`src/stop_after_start_flag_regs.svh`:
```
// Register offsets, field positions and reset values of the slave status block.
// Assumes byte addresses on an 8-bit register port with 16-bit data.
`ifndef STOP_AFTER_START_FLAG_REGS_SVH
`define STOP_AFTER_START_FLAG_REGS_SVH

`define STOP_AFTER_START_FLAG_OFF_STATUS   8'h00
`define STOP_AFTER_START_FLAG_OFF_CTRL     8'h04
`define STOP_AFTER_START_FLAG_OFF_SLOT0    8'h08
`define STOP_AFTER_START_FLAG_OFF_ALT      8'h18
`define STOP_AFTER_START_FLAG_OFF_RXDATA   8'h1C

`define STOP_AFTER_START_FLAG_CTRL_EN      0
`define STOP_AFTER_START_FLAG_CTRL_GCEN    2
`define STOP_AFTER_START_FLAG_CTRL_HGCEN   3
`define STOP_AFTER_START_FLAG_CTRL_SSIE    8
`define STOP_AFTER_START_FLAG_CTRL_GCCLR   9

`define STOP_AFTER_START_FLAG_STA_ACTIVE   14
`define STOP_AFTER_START_FLAG_STA_REPS     13
`define STOP_AFTER_START_FLAG_STA_IDX_LO   11
`define STOP_AFTER_START_FLAG_STA_SS       10
`define STOP_AFTER_START_FLAG_STA_KIND_LO  8
`define STOP_AFTER_START_FLAG_STA_GC       7

`define STOP_AFTER_START_FLAG_CTRL_RST     16'h0000
`define STOP_AFTER_START_FLAG_SLOT_RST     7'h00
`define STOP_AFTER_START_FLAG_ALT_RST      8'h00
`define STOP_AFTER_START_FLAG_STATUS_RST   16'h0000

`define STOP_AFTER_START_FLAG_START_BYTE   8'h01
`define STOP_AFTER_START_FLAG_GC_ADDR      8'h00
`define STOP_AFTER_START_FLAG_GC_RESET     8'h06
`define STOP_AFTER_START_FLAG_GC_PROG      8'h04

`define STOP_AFTER_START_FLAG_KIND_NONE    2'h0
`define STOP_AFTER_START_FLAG_KIND_RESET   2'h1
`define STOP_AFTER_START_FLAG_KIND_PROG    2'h2
`define STOP_AFTER_START_FLAG_KIND_ALT     2'h3

`endif

```
`src/stop_after_start_flag_pkg.sv`:
```
// Types shared by the slave status block: bus state, register port and full state.
// Assumes constants come from stop_after_start_flag_regs.svh.
package stop_after_start_flag_pkg;

	typedef enum logic [4:0] {
		ST_IDLE   = 5'b00001,
		ST_ADDR   = 5'b00010,
		ST_GCDATA = 5'b00100,
		ST_DATA   = 5'b01000,
		ST_SKIP   = 5'b10000
	} stop_after_start_flag_state_t;

	typedef struct packed {
		logic        wr;
		logic        rd;
		logic [7:0]  addr;
		logic [15:0] wdata;
	} stop_after_start_flag_req_t;

	typedef struct packed {
		logic        scl1;
		logic        scl2;
		logic        scl3;
		logic        sda1;
		logic        sda2;
		logic        sda3;
		stop_after_start_flag_state_t st;
		logic [3:0]  cnt;
		logic [7:0]  shift;
		logic        ack;
		logic [15:0] ctrl;
		logic [3:0][6:0] slot;
		logic [7:0]  alt;
		logic [7:0]  rx;
		logic        active;
		logic        reps;
		logic [1:0]  idx;
		logic        ss;
		logic [1:0]  kind;
		logic        gc;
		logic [15:0] rd_data;
	} stop_after_start_flag_st_t;

endpackage : stop_after_start_flag_pkg

```
`src/stop_after_start_flag_status.sv`:
```
// I2C slave front end with its status flags and a plain register port.
// Assumes SCL and SDA come from pins outside the clock domain; the master drives SCL.
`timescale 1ns/1ns

module stop_after_start_flag_status
	import stop_after_start_flag_pkg::*;
(
	input  wire logic              clk_in,
	input  wire logic              rst_in,
	input  wire stop_after_start_flag_pkg::stop_after_start_flag_req_t req_in,
	output logic      [15:0]       rd_data_out,
	input  wire logic              scl_in,
	input  wire logic              sda_in,
	output logic                   sda_out,
	output logic                   sda_oe_out,
	output logic                   irq_out
);
	import stop_after_start_flag_pkg::*;

	`include "stop_after_start_flag_regs.svh"

	localparam stop_after_start_flag_st_t RST_VAL = '{
		scl1: 1'b1, scl2: 1'b1, scl3: 1'b1,
		sda1: 1'b1, sda2: 1'b1, sda3: 1'b1,
		st: ST_IDLE, ctrl: `STOP_AFTER_START_FLAG_CTRL_RST, alt: `STOP_AFTER_START_FLAG_ALT_RST,
		default: '0
	};

	function automatic logic sel(input stop_after_start_flag_req_t q, input logic [7:0] off);
		sel = (q.addr == off);
	endfunction : sel

	stop_after_start_flag_st_t   r;
	stop_after_start_flag_st_t   n;
	logic [3:0]  slot_hit;
	logic [1:0]  hit_idx;
	logic        scl_rise;
	logic        scl_fall;
	logic        ev_start;
	logic        ev_stop;
	logic        byte_done;
	logic        ev_match;
	logic        ev_sbyte;
	logic        ev_gcaddr;
	logic        gc_set;
	logic        reps_set;
	logic        ss_set;
	logic        reset_if;
	logic        stat_rd;
	logic        gcclr;
	logic [15:0] status_w;

	////////////////////////////////////////////////////////////////////////////////
	// Own-address compare, one comparator per slot.

	generate
		for (genvar i = 0; i < 4; i++) begin : g_slot
			assign slot_hit[i] = (r.shift[7:1] == r.slot[i]);
		end
	endgenerate

	// Lowest slot wins when software programs the same address twice.
	always_comb begin
		hit_idx = 2'h0;
		for (int j = 3; j >= 0; j--) begin
			if (slot_hit[j]) begin
				hit_idx = 2'(j);
			end
		end
	end

	assign status_w = {1'b0, r.active, r.reps, r.idx, r.ss, r.kind, r.gc, 7'h00};

	////////////////////////////////////////////////////////////////////////////////
	// Next state.

	always_comb begin
		n = r;
		n.scl1 = scl_in;
		n.scl2 = r.scl1;
		n.scl3 = r.scl2;
		n.sda1 = sda_in;
		n.sda2 = r.sda1;
		n.sda3 = r.sda2;
		n.rd_data = 16'h0000;
		scl_rise = r.scl2 & ~r.scl3;
		scl_fall = ~r.scl2 & r.scl3;
		ev_start = r.scl2 & r.scl3 & ~r.sda2 & r.sda3;
		ev_stop = r.scl2 & r.scl3 & r.sda2 & ~r.sda3;
		byte_done = r.ctrl[`STOP_AFTER_START_FLAG_CTRL_EN] & ~ev_start & ~ev_stop & scl_fall
			& (r.cnt == 4'h8);
		ev_match = byte_done & (r.st == ST_ADDR) & (|slot_hit);
		ev_sbyte = byte_done & (r.st == ST_ADDR) & ~(|slot_hit)
			& (r.shift == `STOP_AFTER_START_FLAG_START_BYTE);
		ev_gcaddr = byte_done & (r.st == ST_ADDR) & ~(|slot_hit)
			& (r.shift == `STOP_AFTER_START_FLAG_GC_ADDR);
		gc_set = 1'b0;
		reps_set = 1'b0;
		ss_set = 1'b0;
		reset_if = 1'b0;
		stat_rd = req_in.rd & sel(req_in, `STOP_AFTER_START_FLAG_OFF_STATUS);
		gcclr = req_in.wr & sel(req_in, `STOP_AFTER_START_FLAG_OFF_CTRL) & req_in.wdata[`STOP_AFTER_START_FLAG_CTRL_GCCLR];

		if (!r.ctrl[`STOP_AFTER_START_FLAG_CTRL_EN]) begin
			n.st = ST_IDLE;
			// An acknowledge already on the bus is finished at the end of its clock.
			// The reset command turns the slave off while its own byte is acked, and
			// cutting the pulse short would show the master a missing acknowledge.
			n.ack = r.ack & ~scl_fall & ~ev_stop;
			n.cnt = 4'h0;
		end else if (ev_start) begin
			if (r.st != ST_IDLE) begin
				reps_set = 1'b1;
			end
			n.st = ST_ADDR;
			n.cnt = 4'h0;
			n.ack = 1'b0;
		end else if (ev_stop) begin
			ss_set = r.active;
			n.active = 1'b0;
			n.reps = 1'b0;
			n.st = ST_IDLE;
			n.ack = 1'b0;
		end else if (r.st != ST_IDLE) begin
			if (scl_rise && r.cnt < 4'h8) begin
				n.shift = {r.shift[6:0], r.sda2};
				n.cnt = r.cnt + 4'h1;
			end else if (scl_rise) begin
				n.cnt = 4'h9;
			end else if (scl_fall && r.cnt == 4'h9) begin
				n.ack = 1'b0;
				n.cnt = 4'h0;
			end else if (byte_done) begin
				unique case (r.st)
					ST_ADDR: begin
						if (|slot_hit) begin
							n.active = 1'b1;
							n.idx = hit_idx;
							n.ack = 1'b1;
							n.st = r.shift[0] ? ST_SKIP : ST_DATA;
						end else if (r.shift == `STOP_AFTER_START_FLAG_START_BYTE) begin
							n.active = 1'b1;
							n.st = ST_SKIP;
						end else if (r.shift == `STOP_AFTER_START_FLAG_GC_ADDR && r.ctrl[`STOP_AFTER_START_FLAG_CTRL_GCEN]) begin
							n.active = 1'b1;
							n.ack = 1'b1;
							n.st = ST_GCDATA;
						end else begin
							n.st = ST_SKIP;
						end
					end
					ST_GCDATA: begin
						n.ack = 1'b1;
						n.rx = r.shift;
						n.st = ST_DATA;
						if (r.shift == `STOP_AFTER_START_FLAG_GC_RESET) begin
							n.kind = `STOP_AFTER_START_FLAG_KIND_RESET;
							gc_set = 1'b1;
							reset_if = 1'b1;
						end else if (r.shift == `STOP_AFTER_START_FLAG_GC_PROG) begin
							n.kind = `STOP_AFTER_START_FLAG_KIND_PROG;
							gc_set = 1'b1;
						end else if (r.ctrl[`STOP_AFTER_START_FLAG_CTRL_HGCEN] && r.shift == r.alt) begin
							n.kind = `STOP_AFTER_START_FLAG_KIND_ALT;
							gc_set = 1'b1;
						end
					end
					ST_DATA: begin
						n.rx = r.shift;
						n.ack = 1'b1;
					end
					ST_SKIP: begin
						n.ack = 1'b0;
					end
					default: begin
						n.st = ST_IDLE;
					end
				endcase
			end
		end

		// A flag raised in the same cycle as its clear survives the clear.
		n.reps = reps_set | (n.reps & ~stat_rd);
		n.ss = ss_set | (r.ss & ~stat_rd);
		n.gc = gc_set | (r.gc & ~gcclr);
		if (gcclr && !gc_set) begin
			n.kind = `STOP_AFTER_START_FLAG_KIND_NONE;
		end

		if (req_in.rd) begin
			if (sel(req_in, `STOP_AFTER_START_FLAG_OFF_STATUS)) begin
				n.rd_data = status_w;
			end else if (sel(req_in, `STOP_AFTER_START_FLAG_OFF_CTRL)) begin
				n.rd_data = r.ctrl;
			end else if (sel(req_in, `STOP_AFTER_START_FLAG_OFF_ALT)) begin
				n.rd_data = {8'h00, r.alt};
			end else if (sel(req_in, `STOP_AFTER_START_FLAG_OFF_RXDATA)) begin
				n.rd_data = {8'h00, r.rx};
			end else begin
				for (int k = 0; k < 4; k++) begin
					if (sel(req_in, 8'(`STOP_AFTER_START_FLAG_OFF_SLOT0 + 4 * k))) begin
						n.rd_data = {9'h000, r.slot[k]};
					end
				end
			end
		end

		// Status writes fall through every decode and change nothing.
		if (req_in.wr) begin
			if (sel(req_in, `STOP_AFTER_START_FLAG_OFF_CTRL)) begin
				n.ctrl = req_in.wdata;
				n.ctrl[`STOP_AFTER_START_FLAG_CTRL_GCCLR] = 1'b0;
			end else if (sel(req_in, `STOP_AFTER_START_FLAG_OFF_ALT)) begin
				n.alt = req_in.wdata[7:0];
			end else begin
				for (int k = 0; k < 4; k++) begin
					if (sel(req_in, 8'(`STOP_AFTER_START_FLAG_OFF_SLOT0 + 4 * k))) begin
						n.slot[k] = req_in.wdata[6:0];
					end
				end
			end
		end

		// The reset command keeps the bus engine, the kind field and the call flag,
		// so the master still sees its acknowledge and software can see the cause.
		if (reset_if) begin
			n.ctrl = `STOP_AFTER_START_FLAG_CTRL_RST;
			n.alt = `STOP_AFTER_START_FLAG_ALT_RST;
			n.slot = {4{`STOP_AFTER_START_FLAG_SLOT_RST}};
			n.active = 1'b0;
			n.reps = 1'b0;
			n.ss = 1'b0;
			n.idx = 2'h0;
			n.ack = 1'b1;
			n.st = ST_DATA;
		end
	end

	always_ff @(posedge clk_in or posedge rst_in) begin
		if (rst_in) begin
			r <= RST_VAL;
		end else begin
			r <= n;
		end
	end

	////////////////////////////////////////////////////////////////////////////////
	// Outputs.

	assign rd_data_out = r.rd_data;
	assign sda_out = 1'b0;
	assign sda_oe_out = r.ack;
	assign irq_out = r.ss & r.ctrl[`STOP_AFTER_START_FLAG_CTRL_SSIE];
endmodule : stop_after_start_flag_status

```
`config.mk`:
```
export PLATFORM = sky130hd
export DESIGN_NAME = stop_after_start_flag_status
export DESIGN_NICKNAME = d
export VERILOG_FILES = /design/src/stop_after_start_flag_pkg.sv /design/src/stop_after_start_flag_status.sv
export VERILOG_INCLUDE_DIRS = /design/src
export SDC_FILE = /design/constraint.sdc
export NUM_CORES = 1
export LEC_CHECK = 0
export BUFFER_PORTS_ARGS = -buffer_cell sky130_fd_sc_hd__buf_2
export CAP_MARGIN = 20
export CORE_UTILIZATION = 60
export DETAILED_ROUTE_END_ITERATION = 6
export PLACE_DENSITY = 0.8
export RECOVER_POWER = 100
export SYNTH_ARGS = -nofsm -noshare
export SYNTH_HDL_FRONTEND = slang
export SYNTH_SLANG_ARGS = --single-unit
```
`constraint.sdc`:
```
create_clock -name clk_in -period 5.3 [get_ports clk_in]
set_input_delay 0.265 -clock clk_in [delete_from_list [all_inputs] [get_ports clk_in]]
set_output_delay 0.265 -clock clk_in [all_outputs]
set_load 0.02 [all_outputs]
```
---- After elaboration in Yosys (flattened, before gate mapping) ----
Index checks and enable logic that the tools add are counted.
word-level totals
  register bits after elaboration ......... 108
  output and inout bits ................... 19
operators by class
  add/sub/neg operators ................... 1
  $lt $le $gt $ge ......................... 1
  eq/ne operators ......................... 50
  multiplexer cells ....................... 116
  bitwise gates (word level) .............. 35
  reduce and logical (&&, ||, !) cells .... 46
operators by type and width
  operator                                                                count
  16-bit 2-to-1 mux                                                       9
  9-bit 2-to-1 mux                                                        7
  5-bit 2-to-1 mux                                                        11
  53-bit 2-to-1 mux                                                       1
  52-bit 2-to-1 mux                                                       1
  2-bit 2-to-1 mux                                                        25
  1-bit 2-to-1 mux                                                        43
  36-bit 2-to-1 mux                                                       1
  7-bit 2-to-1 mux                                                        5
  8-bit by 5-bit equality test with 1-bit output (second input constant)  4
  2-bit nonzero test                                                      16
  7-bit equality test                                                     4
  28-bit 2-to-1 mux                                                       1
  8-bit by 3-bit equality test with 1-bit output (second input constant)  3
  8-bit 2-to-1 mux                                                        3
  1-bit bitwise AND                                                       20
  4-bit 2-to-1 mux                                                        5
  5-bit by 1-bit != test with 1-bit output (second input constant)        4
  10-bit AND reduction                                                    2
  18-bit 2-to-1 mux                                                       1
  9-bit AND reduction                                                     2
  8-bit by 4-bit equality test with 1-bit output (second input constant)  2
  8-bit logical NOT                                                       2
  2-bit by 1-bit != test with 1-bit output (second input constant)        8
  other kinds (36)                                                        69

---- Longest topological paths before layout ----
  depth in word-level cells ............... 20
  gate-level depth with buffers ........... 7

---- Worst setup path after synthesis ----
OpenSTA, ideal clock, no wires.
  path kind ............................... reg-to-reg
  from .................................... register r[105] (netlist bit)
  to ...................................... register r[24] (netlist bit)
  arrival time ............................ 1.735 ns
  data required time ...................... 5.175 ns
  setup slack ............................. 3.440 ns
  cell stages (with the launch flop) ...... 5
  path buffers ............................ 0
  clock period less this slack ............ 1.860 ns
  cell sequence ........................... dfstp_2 > and4bb_2 > nand4b_2 > nor3_4 > mux2_2
on the way
  cells in the longest elaborated chain, start to end .. 9
RTL lines
  what                                      line                                                                    RTL
  start: declaration                        stop_after_start_flag_status.sv:33                                      stop_after_start_flag_st_t r;
  start signal: assignment                  stop_after_start_flag_status.sv:243                                     r <= n;
  1-bit bitwise AND                         stop_after_start_flag_status.sv:88, stop_after_start_flag_status.sv:89
  1-bit bitwise AND (2 in series)           stop_after_start_flag_status.sv:88                                      ev_start = r.scl2 & r.scl3 & ~r.sda2 & r.sda3;
  1-bit inverter (no source line)           n/a
  1-bit bitwise AND (4 in series)           stop_after_start_flag_status.sv:90                                      byte_done = r.ctrl[`STOP_AFTER_START_FLAG_CTRL_EN] & ~ev_start & ~ev_stop & scl_fall
  9-bit AND reduction (no source line) (*)  n/a
Every way passes the cells marked *; elsewhere a longest branch is shown, timed or not.
A chain may end at the register's enable or synchronous reset.

---- Final worst setup path ----
  from .................................... register r[105] (netlist bit)
  to ...................................... register r[27] (netlist bit)
Same word-level chain as after synthesis.

==> results.yml <==
timing:
  finalHoldViolations: 0
  period_share_pct: 55.86
  period_needed_ns: 2.961
  maxSlewHeadroom_pct: -23.72
  slew_viol_final: 33
  fin_setup_tns_ns: 0
  fmax_mhz: 337.8
  final-setup-viol-count: 0
  grt_setup_unrepaired: "no"
  worst_slew_pin_slew_ns: 1.856
  hold_ws_ns: 0.1280
  skew_ns: 0.009258
synth:
  synth_edf_count: 0
  synthAdderAreaFrac_pct: 0.6726
  syn_avg_cell_area_um2: 10.86
  syn_area_mm2: 0.005580
  syn_nets: 547
  postSynthCellCount: 514
  synth.distinct_cells: 62
  yosysWarnings: 0
  synth_top_family_by_area: "simple AND/OR/NAND/NOR gates"
  seq_area_frac_synth_pct: 48.14
  synthSimpleGateAreaFrac_pct: 16.19
  synth_ff_type: "dfrtp_1"
  synth.area.mux_share_pct: 12.76
  synthArstFlopShare_pct: 100.0
  synth_compound_area_share_pct: 9.731
  yosys_register_bits: 107
  synth-xor-area-share_pct: 6.390
setup_path:
  crit_arrival_ns: 3.21
  path_delay_family: "simple AND/OR/NAND/NOR gates"
  path_cells: "and4bb_1, nand4b_1, nor3_1, mux2_2"
  critPathSlowestCell: "nor3_1"
  worst-path-max-fanout: 8
  critPathMaxStageDelay_ns: 1.22
  start_kind: "flip-flop"
  path_class: "flip-flop to flip-flop"
  cp-end-kind: "flip-flop"
  path_buf_inv: 0
  cp.required_ns: 5.55
route:
  ant_nets: 0
  drc: 5
  wl_um: 12390
  drt_iter0_drc: 364
  viasPerCell: 6.235
  dr.pass1.iters: 7
  num_vias: 4053
  routedWlPerCell_um: 19.07
clocking:
  post_cts_resized: 0
  cts_buffers: 9
  clkSinkCount: 107
  htreeDepth: 3
  cts_buffer_depth: 2
  cts_tree: "yes"
  cts_root_buf: "clkbuf_8"
  cts.clk_slew.worst_paths_ns: 0.10
  clk_latency_ns: 0.37
  postCtsSetupRepairBufs: 0
floorplanning:
  num_io_pins: 49
  num_rows: 34
  coreArea_mm2: 0.008848
  start_util_pct: 63.07
  die_x_um: 98.44
  die-area_mm2: 0.009690
  die_h_um: 98.44
grt:
  grt_max_degree: 88
  gr-total-overflow: 0
  grt_use_total_pct: 26.75
  grt_pass1_wl_um: 20070
  grt_pass1_vias: 3844
  antenna_found_initial: 0
placed_design:
  gp_congestion: 0.9231
  portBuffers: 47
  dpl.hpwl_um: 8315
outcome:
  run_status: "finished, violations left"
  violations: "DRC, capacitance limit, slew limit"
power:
  ir_worst_vdd_mv: 0.1372
  power_density_mw_per_mm2: 255.2
  power_leakage_uw: 0.003092
final_layout:
  layout_commonest_cell: "dfrtp_1"
  drive_above_1_share_pct: 14.76
  fillerInstances: 688
  fin_nets: 570
  final_cell_mix: "100 x dfrtp_1, 70 x nor2_1, 52 x mux2i_1"
  n_antenna_cell: 0
  synthToLayoutAreaGrowth_pct: 5.202
hold_path:
  worstHoldPathType: "input port to flip-flop"
job:
  drv_cap: 1
[layout make-up]
type                    instances  area (um^2)  share of cell area, %
flip-flops and latches        107         2686                  45.76
clock inverters                 5        62.56                  1.066
inverters                       6        23.77                 0.4049
multi-input cells             358         2534                  43.16
repair buffers                 55        287.8                  4.902
clock buffers                  11        141.4                  2.408
well taps                     108        135.1                  2.302
[synthesized netlist by cell type (all sizes together), types with 8 or more instances]
cell type | count | area (um^2)
a22oi | 23 | 172.7
a31oi | 9 | 56.30
nor3 | 10 | 66.32
nand2 | 24 | 90.09
xnor2 | 15 | 131.4
mux2i | 52 | 520.5
nor2b | 9 | 56.30
nor4 | 8 | 56.30
nand4 | 9 | 68.81
xor2 | 24 | 225.2
nor2 | 73 | 286.5
buf | 37 | 290.3
dfrtp | 100 | 2502
mux2 | 17 | 191.4
nand3 | 13 | 85.08
o21ai | 10 | 50.04
[where the power goes]
group          total (uW)  leakage, uW  switching (uW)  internal [uW]
clock network         512    0.0000962             277            234
logic                 117      0.00155            69.1           47.6
registers             870      0.00144            27.8            842
[layer usage]
layer,wire length [um],global-route usage (%),vias up
met5,0,0,-
met4,200,9.529,0
met3,1167,7.092,18
met2,5526,39.11,214
met1,5498,38.73,1969
li1,-,-,1852
[sequential cells by signal (all words and copies together), names as in the netlist]
register and cells:
sda_oe_out 1, n 4, r 86, rd_data_out 16
[final timing paths]
| kind | depth (start not counted) | slack (ns) | startpoint | endpoint |
|---|---|---|---|---|
| max in group asynchronous | 4 | 2.56 | rst_in | r[44] |
| hold / removal | 3 | 0.13 | req_in[14] | r[82] |
| min in group asynchronous | 3 | 0.58 | rst_in | r[81] |
| setup reg to reg | 4 | 2.34 | r[105] | r[27] |
| hold reg to reg | 0 | 0.37 | n[103] | n[102] |
| setup / recovery | 4 | 2.34 | r[105] | r[27] |
[cells by family after synthesis]
kind of cell / Yosys count
xor+xnor: 39
flops: 107
other cells: 1
simple gates: 171
buf+inv: 49
fa+ha+maj: 3
mux: 69
compound gates: 75
[stage by stage]
| stage | std cells | util [%] | setup slack, ns | area, um^2 | total power, uW |
|---|---|---|---|---|---|
| 5_1_grt | 650 | 66.35 | 2.057 | 5871 | 1563 |
| 6_report | 650 | 66.35 | 2.339 | 5871 | 1498 |
| 4_1_cts | 648 | 66.69 | 2.979 | 5901 | 1509 |
| 3_3_place_gp | 629 | 64.04 | 3.045 | 5667 | 994.5 |
| 3_5_place_dp | 629 | 64.04 | 3.009 | 5667 | 999.2 |
| 2_1_floorplan | 514 | - | 2.229 | 5580 | 955.6 |
[worst register-to-register path, stage by stage, from the launching register on]
cell and delay [ns]:
dfstp_1 0.63, and4bb_1 0.29, nand4b_1 0.27, nor3_1 1.22, mux2_2 0.44
[timing repair]
item / 4_1_cts / 5_1_grt
hold endpoints to repair: 17 / 0
hold buffers: 3 / 0
setup endpoints to repair: 0 / 0
Power figures use the tool's default switching activity.
